**config.mk**
```make
export PLATFORM = sky130hd
export DESIGN_NAME = rrx_exec
export DESIGN_NICKNAME = d
export VERILOG_FILES = /design/src/rtl/rrx_pkg.sv /design/src/rtl/rotl_unit.sv /design/src/rtl/rrx_exec.sv
export SDC_FILE = /design/constraint.sdc
export NUM_CORES = 1
export LEC_CHECK = 0
export BUFFER_PORTS_ARGS = -buffer_cell sky130_fd_sc_hd__buf_2
export CELL_PAD_IN_SITES_DETAIL_PLACEMENT = 1
export CELL_PAD_IN_SITES_GLOBAL_PLACEMENT = 1
export CORE_MARGIN = 1.5
export CORE_UTILIZATION = 38
export DETAILED_ROUTE_END_ITERATION = 16
export MAX_ROUTING_LAYER = met4
export PLACE_DENSITY_LB_ADDON = 0.1
export RECOVER_POWER = 100
export SLEW_MARGIN = 20
export SYNTH_ARGS = -nofsm -noshare
export SYNTH_HDL_FRONTEND = slang
export SYNTH_SLANG_ARGS = --single-unit
```
**constraint.sdc**
```tcl
create_clock -name pclk -period 3 [get_ports pclk]
set_clock_uncertainty 0.05 [all_clocks]
set_input_delay 0.15 -clock pclk [delete_from_list [all_inputs] [get_ports pclk]]
set_output_delay 0.15 -clock pclk [all_outputs]
set_load 0.005 [all_outputs]
```
**src/rtl/rrx_pkg.sv**
```systemverilog
// package for the return, reset and rotate execution block
// assumes one 100 MHz clock, asynchronous active-low reset, APB register access
// Function
// RQ1: software reset pulses device reset and clears reset-instruction flag
// RQ2: return from interrupt pops stack into program counter, two cycles
// RQ3: return from interrupt sets global interrupt enable, bit 7 of interrupt control
// RQ4: return from subroutine pops stack into program counter, two cycles
// RQ5: return with literal loads working register with 8-bit immediate
// RQ6: return with literal pops return address into program counter, two cycles
// RQ7: rotate left: old carry into bit 0, old bit 7 becomes carry
// RQ8: destination bit 0 writes working register, 1 writes back source register
// RQ9: returns and reset leave flags; rotate changes only carry, one cycle
package rrx_pkg;
   // ****************************************************************
   // constants
   // ****************************************************************
   localparam int PROGRAM_COUNTER_W = 13;
   localparam int FADDR_W = 7;
   localparam logic [11:0] ADDR_CTRL = 12'h000;
   localparam logic [11:0] ADDR_STAT = 12'h004;
   localparam logic [11:0] ADDR_PROGRAM_COUNTER = 12'h008;
   localparam logic [11:0] ADDR_WREG = 12'h00C;
   localparam int GLOBAL_INTERRUPT_ENABLE_BIT = 7;
   localparam int RESET_INSTRUCTION_FLAG_BIT = 2;
   localparam logic [7:0] INTERRUPT_CONTROL_REGISTER_RST = 8'h00;
   // flag bit starts high so a software reset is visible by its clearing
   localparam logic [7:0] POWER_CONTROL_REGISTER_RST = 8'h0C;
   localparam logic [1:0] RET_CYCLES = 2'h2;

   typedef enum logic [2:0] {
      OP_NONE, OP_SWRESET, OP_RETFROMINT, OP_RETSUB, OP_RETLIT, OP_ROTL
   } op_t;

   // one decoded instruction as presented by the core sequencer
   typedef struct packed {
      logic valid;
      op_t op;
      logic [7:0] literal;
      logic [FADDR_W-1:0] faddr;
      logic dest;
   } instr_t;

   // writeback bundle toward the file register
   typedef struct packed {
      logic we;
      logic [FADDR_W-1:0] addr;
      logic [7:0] data;
   } fwrite_t;
endpackage : rrx_pkg

```
**src/rtl/rotl_unit.sv**
```systemverilog
// rotate-left-through-carry datapath
// assumes operands are stable while the instruction executes
`timescale 1ns/1ns
module rotl_unit
   import rrx_pkg::*;
(
   input wire logic [7:0] src,
   input wire logic carry_in,
   output logic [7:0] result,
   output logic carry_out
);
   // bit 7 leaves through carry, carry enters at bit 0
   assign result = {src[6:0], carry_in}; // RQ7
   assign carry_out = src[7]; // RQ7
endmodule : rotl_unit

```
**src/rtl/rrx_exec.sv**
```systemverilog
// execution of software reset, returns and rotate left through carry
// assumes the sequencer holds instr until busy drops and supplies stack_top
//
// Our own choices: register access over APB and the register offsets.
`timescale 1ns/1ns
module rrx_exec
   import rrx_pkg::*;
(
   input wire logic pclk,
   input wire logic presetn,
   input wire logic [11:0] paddr,
   input wire logic psel,
   input wire logic penable,
   input wire logic pwrite,
   input wire logic [31:0] pwdata,
   output logic [31:0] prdata,
   output logic pready,
   output logic pslverr,
   input wire instr_t instr,
   input wire logic [PROGRAM_COUNTER_W-1:0] stack_top,
   input wire logic [7:0] src_data,
   output logic stack_pop,
   output logic [PROGRAM_COUNTER_W-1:0] program_counter,
   output logic [7:0] working_register,
   output logic carry,
   output logic [7:0] interrupt_control_register,
   output logic [7:0] power_control_register,
   output logic device_reset,
   output logic busy,
   output fwrite_t fwrite
);
   // ****************************************************************
   // state
   // ****************************************************************
   typedef struct packed {
      logic [PROGRAM_COUNTER_W-1:0] program_counter;
      logic [7:0] wreg;
      logic carry;
      logic [7:0] interrupt_control_register;
      logic [7:0] power_control_register;
      logic rst;
      logic pop;
      logic [1:0] cyc;
      logic busy;
      fwrite_t fw;
      logic [31:0] rdata;
      logic ready;
      logic err;
      logic [7:0] count;
   } state_t;

   state_t s_q;
   state_t s_d;
   logic [7:0] rot_res;
   logic rot_c;

   rotl_unit u_rot (
      .src(src_data),
      .carry_in(s_q.carry),
      .result(rot_res),
      .carry_out(rot_c)
   );

   // ****************************************************************
   // next state
   // ****************************************************************
   always_comb begin
      logic acc;
      logic wr;
      acc = psel && !penable;
      wr = psel && penable && s_q.ready && pwrite;
      s_d = s_q;
      s_d.pop = 1'b0;
      s_d.rst = 1'b0;
      s_d.fw.we = 1'b0;
      s_d.ready = 1'b0;
      s_d.err = 1'b0;
      // second cycle of a two-cycle return just releases the core
      if (s_q.busy) begin
         s_d.cyc = s_q.cyc - 2'h1;
         if (s_q.cyc == 2'h1) begin
            s_d.busy = 1'b0;
         end
      end else if (instr.valid) begin
         s_d.count = s_q.count + 8'h01;
         unique case (instr.op)
            OP_SWRESET: begin
               s_d.rst = 1'b1; // RQ1
               s_d.power_control_register[RESET_INSTRUCTION_FLAG_BIT] = 1'b0; // RQ1
            end
            OP_RETFROMINT: begin
               s_d.program_counter = stack_top; // RQ2
               s_d.pop = 1'b1; // RQ2
               s_d.interrupt_control_register[GLOBAL_INTERRUPT_ENABLE_BIT] = 1'b1; // RQ3
               s_d.busy = 1'b1;
               s_d.cyc = RET_CYCLES - 2'h1; // RQ2
            end
            OP_RETSUB: begin
               s_d.program_counter = stack_top; // RQ4
               s_d.pop = 1'b1; // RQ4
               s_d.busy = 1'b1;
               s_d.cyc = RET_CYCLES - 2'h1; // RQ4
            end
            OP_RETLIT: begin
               s_d.wreg = instr.literal; // RQ5
               s_d.program_counter = stack_top; // RQ6
               s_d.pop = 1'b1; // RQ6
               s_d.busy = 1'b1;
               s_d.cyc = RET_CYCLES - 2'h1; // RQ6
            end
            OP_ROTL: begin
               // only carry among the flags moves; done in this one cycle
               s_d.carry = rot_c; // RQ9
               if (instr.dest) begin
                  s_d.fw.we = 1'b1; // RQ8
                  s_d.fw.addr = instr.faddr; // RQ8
                  s_d.fw.data = rot_res; // RQ8
               end else begin
                  s_d.wreg = rot_res; // RQ8
               end
            end
            OP_NONE: begin
               s_d.count = s_q.count;
            end
            default: begin
               s_d.count = s_q.count;
            end
         endcase
      end
      // apb setup: latch read data so that prdata and pready rise together
      if (acc) begin
         s_d.ready = 1'b1;
         unique case (paddr)
            ADDR_CTRL: begin
               s_d.rdata = {15'h0, s_q.carry, s_q.power_control_register,
                  s_q.interrupt_control_register};
            end
            ADDR_STAT: begin
               s_d.rdata = {22'h0, s_q.count, s_q.busy, s_q.rst};
            end
            ADDR_PROGRAM_COUNTER: begin
               s_d.rdata = {{(32-PROGRAM_COUNTER_W){1'b0}}, s_q.program_counter};
            end
            ADDR_WREG: begin
               s_d.rdata = {24'h000000, s_q.wreg};
            end
            default: begin
               s_d.rdata = 32'h00000000;
               s_d.err = 1'b1;
            end
         endcase
      end
      // apb access: a write lands only at the edge where pready is seen high;
      // being last here, it wins over an instruction effect in the same cycle
      if (wr) begin
         unique case (paddr)
            ADDR_CTRL: begin
               s_d.interrupt_control_register = pwdata[7:0];
               s_d.power_control_register = pwdata[15:8];
               s_d.carry = pwdata[16];
            end
            ADDR_PROGRAM_COUNTER: begin
               s_d.program_counter = pwdata[PROGRAM_COUNTER_W-1:0];
            end
            ADDR_WREG: begin
               s_d.wreg = pwdata[7:0];
            end
            default: begin
            end
         endcase
      end
   end

   // ****************************************************************
   // registers
   // ****************************************************************
   always_ff @(posedge pclk or negedge presetn) begin
      if (!presetn) begin
         s_q <= '0;
         s_q.interrupt_control_register <= INTERRUPT_CONTROL_REGISTER_RST;
         s_q.power_control_register <= POWER_CONTROL_REGISTER_RST;
      end else begin
         s_q <= s_d;
      end
   end

   // all outputs straight from flops
   assign prdata = s_q.rdata;
   assign pready = s_q.ready;
   assign pslverr = s_q.err;
   assign stack_pop = s_q.pop;
   assign program_counter = s_q.program_counter;
   assign working_register = s_q.wreg;
   assign carry = s_q.carry;
   assign interrupt_control_register = s_q.interrupt_control_register;
   assign power_control_register = s_q.power_control_register;
   assign device_reset = s_q.rst;
   assign busy = s_q.busy;
   assign fwrite = s_q.fw;
endmodule : rrx_exec

```
==> qor.yml <==
critical_path:
  r2r_cells: 5
  cp_data_required_time_ns: 3.17
  arrival_ns: 2.70
  critPathCaptureType: "register"
  cp_num_buf_inv: 2
  rrSetupSlack_ns: 0.57
  cp_slowest_cell: "or4_1"
  path_max_fanout: 14
  start_kind: "input pin"
  timing.rr.end: "fwrite[12]$_DFFE_PN0P_"
  cp_cell_sequence: "buf_2 -> or4_1 -> or4_1 -> or3_1 -> clkbuf_2 -> mux2_1"
  reg2reg_from: "busy$_DFF_PN0_"
  path_delay_family: "simple AND/OR/NAND/NOR gates"
  cpMostUsedCell: "or4_1"
  cp_slowest_stage_delay_ns: 0.59
  path_class: "in2reg"
timing:
  rsz0062_at_grt: "false"
  fmax_mhz: 395
  slew_headroom_pct: 4.46
  finalMaxSlewViolations: 0
  worst_pin_slew_ns: 1.43
  setup_viol: 0
  hold_violations: 0
  period_minus_slack_ns: 2.53
  finalSetupTns_ns: 0
  fin_crit_sh_pct: 84.3
route:
  via_count: 3867
  first_pass_iters: 6
  routed_wl_um: 14400
  viasPerCell: 5.09
  drc: 0
  routedWlPerCell_um: 18.9
  dr.first_iter.drc_count: 227
  drtAntennaViolNets: 0
grt:
  grt_pass1_wl_um: 22800
  groute.usage.overall_pct: 21.7
  grt-ovfl-total: 0
  grt_max_degree: 55
  antenna_found_initial: 0
  grt_pass1_vias: 4119
cells_and_area:
  final_cell_mix: "buf_2 (110), dfrtp_1 (84), clkbuf_1 (47)"
  area_growth_pct: 12.5
  final_common_cell: "buf_2"
  drive_gt1_share_pct: 32.0
  utilization_pct: 43.7
  final_cells: 760
  antenna_cells: 0
  finalNetCount: 672
status:
  outcome: "finished, final reports clean"
hold_path:
  hold_start: "pwdata[10]"
  holdPathStages: 2
  min_to: "power_control_register[2]$_DFF_PN1_"
  min_path_type: "in2reg"
placement:
  hpwl_um: 10400
  place.gp.congestion: 0.827
  portBuffers: 150
  dp_cells: 730
clocking:
  clock_sinks: 86
  cts_buffers: 9
  cts_tree: "yes"
  cts_hold_buf: 15
  ctsResizeCount: 0
  insertion_delay_ns: 0.34
  cts_setup_buffers: 0
  cts_buffer_depth: 2
  clk_pin_slew_worst_paths_ns: 0.06
  clockRootBuffer: "clkbuf_16"
  cts_max_level: 3
yosys:
  yosysSeqAreaShare_pct: 42.1
  synth_ff_type: "dfrtp_1"
  synth.avg_cell_area_sq_um: 10.4
  yosys_register_bits: 86
  synth_simple_gate_area_share_pct: 13.9
  synth_compound_area_share_pct: 10.5
  yosys_warnings: 0
  muxShareOfSynthArea_pct: 15.6
  synth_top_family_by_area: "buffers and inverters"
  netlist_instances: 494
  synth.cell_area_sq_mm: 0.00512
  synth_cell_types: 50
  synth_async_sr_flop_share_pct: 100
  synth_edf_count: 0
  synthAdderAreaFrac_pct: 0.489
  synth_xor_area_share_pct: 1.20
power:
  leakage_uw: 0.00271
  vdd_drop_max_v: 0.000293
  total_power_uw: 3880
  power.density_mw_per_mm2: 674
floorplanning:
  die_h_um: 119
  start_util_pct: 38.8
  fp-row-count: 42
  num_io_pins: 181
  die-area_sq_mm: 0.0142
  dieWidth_um: 119
  fp.coreArea_sq_mm: 0.0132
flow_run:
  cap_violations: 0
worst reg2reg max path, stage by stage, from the launching register on:
cell and delay, ns:
dfrtp_1 0.50, nor4bb_1 0.32, buf_4 0.20, and3_1 0.15, clkbuf_1 0.66, mux2_2 0.43
worst max-delay path by stage:
stage / from / slack [ns] / cells after the start / end
3_5_place_dp: paddr[9] / 0.43 / 6 / interrupt_control_register[4]$_DFFE_PN0P_
2_1_floorplan: paddr[9] / 0.71 / 6 / carry$_DFF_PN0_
3_3_place_gp: paddr[9] / 0.48 / 6 / carry$_DFF_PN0_
5_1_grt: presetn / 0.37 / 3 / working_register[7]$_DFF_PN0_
4_1_cts: paddr[9] / 0.80 / 6 / interrupt_control_register[2]$_DFFE_PN0P_
6_report: paddr[9] / 0.47 / 6 / interrupt_control_register[4]$_DFFE_PN0P_
sequential cells by signal, indices dropped and copies added (netlist names), 8 cells and up:
signal                      cells
prdata                         17
fwrite                         16
program_counter                13
s_q                            10
interrupt_control_register      8
power_control_register          8
working_register                8
area by class of cell:
type	instances	area [sq um]
inverters	9	33.8
multi-input cells	296	2140
fillers	1539	7430
repair buffers	178	925
clock inverters	4	48.8
clock buffers	11	233
well taps	176	220
flip-flops and latches	86	2150
Yosys cell counts (all sizes together) (4+ instances only):
master | number | area share (%)
buf | 89 | 13
dfrtp | 84 | 41
mux2 | 47 | 11
nand2 | 45 | 3.3
clkbuf | 28 | 2.2
nor3 | 19 | 1.9
o21ai | 18 | 1.8
nand2b | 11 | 1.3
o22ai | 11 | 1.3
a22o | 10 | 1.7
nand3 | 10 | 0.98
o31ai | 10 | 1.5
or2 | 10 | 1.2
inv | 9 | 0.66
a211oi | 8 | 1.2
mux4 | 8 | 3.5
nor2 | 8 | 0.59
a21oi | 7 | 0.68
nor2b | 7 | 0.86
a221oi | 6 | 1.0
xnor2 | 6 | 1.0
mux2i | 5 | 0.98
and3 | 4 | 0.49
nand4 | 4 | 0.49
o22a | 4 | 0.68
per-layer routing:
layer  global-route usage [%]  share of wire (%)  wire length [um]  vias to the layer above
li1                         -                  -                 -                     1816
met1                     27.7                 45              6460                     1952
met2                     36.3                 50              7220                       87
met3                     2.54                3.5               501                       12
met4                     6.55                1.3               189                        0
met5                        -                  0                 0                        -
power breakdown:
group	total [uW]	internal, uW	switching (uW)
sequential	1690	1420	263
clock	1100	640	456
combinational	1100	581	517
total	3880	2640	1240
metrics by stage:
step	instance area (sq um)	worst slack [ns]	hold WS, ns
2_1_floorplan	5170	0.706	-0.196
3_3_place_gp	5450	0.482	0.197
3_5_place_dp	5450	0.434	0.203
4_1_cts	5880	0.800	0.000800
5_1_grt	5760	0.373	0.00617
6_report	5760	0.470	0.00805
kinds of logic after synthesis:
logic type	count (synthesis)
other	1
buffers and inverters	126
flip-flops	86
AND/OR/NAND/NOR	134
multiplexers	60
XOR/XNOR	7
AO/OA/AOI/OAI	78
adder cells (fa/ha/maj)	2
(Power assumes the default switching activity.)
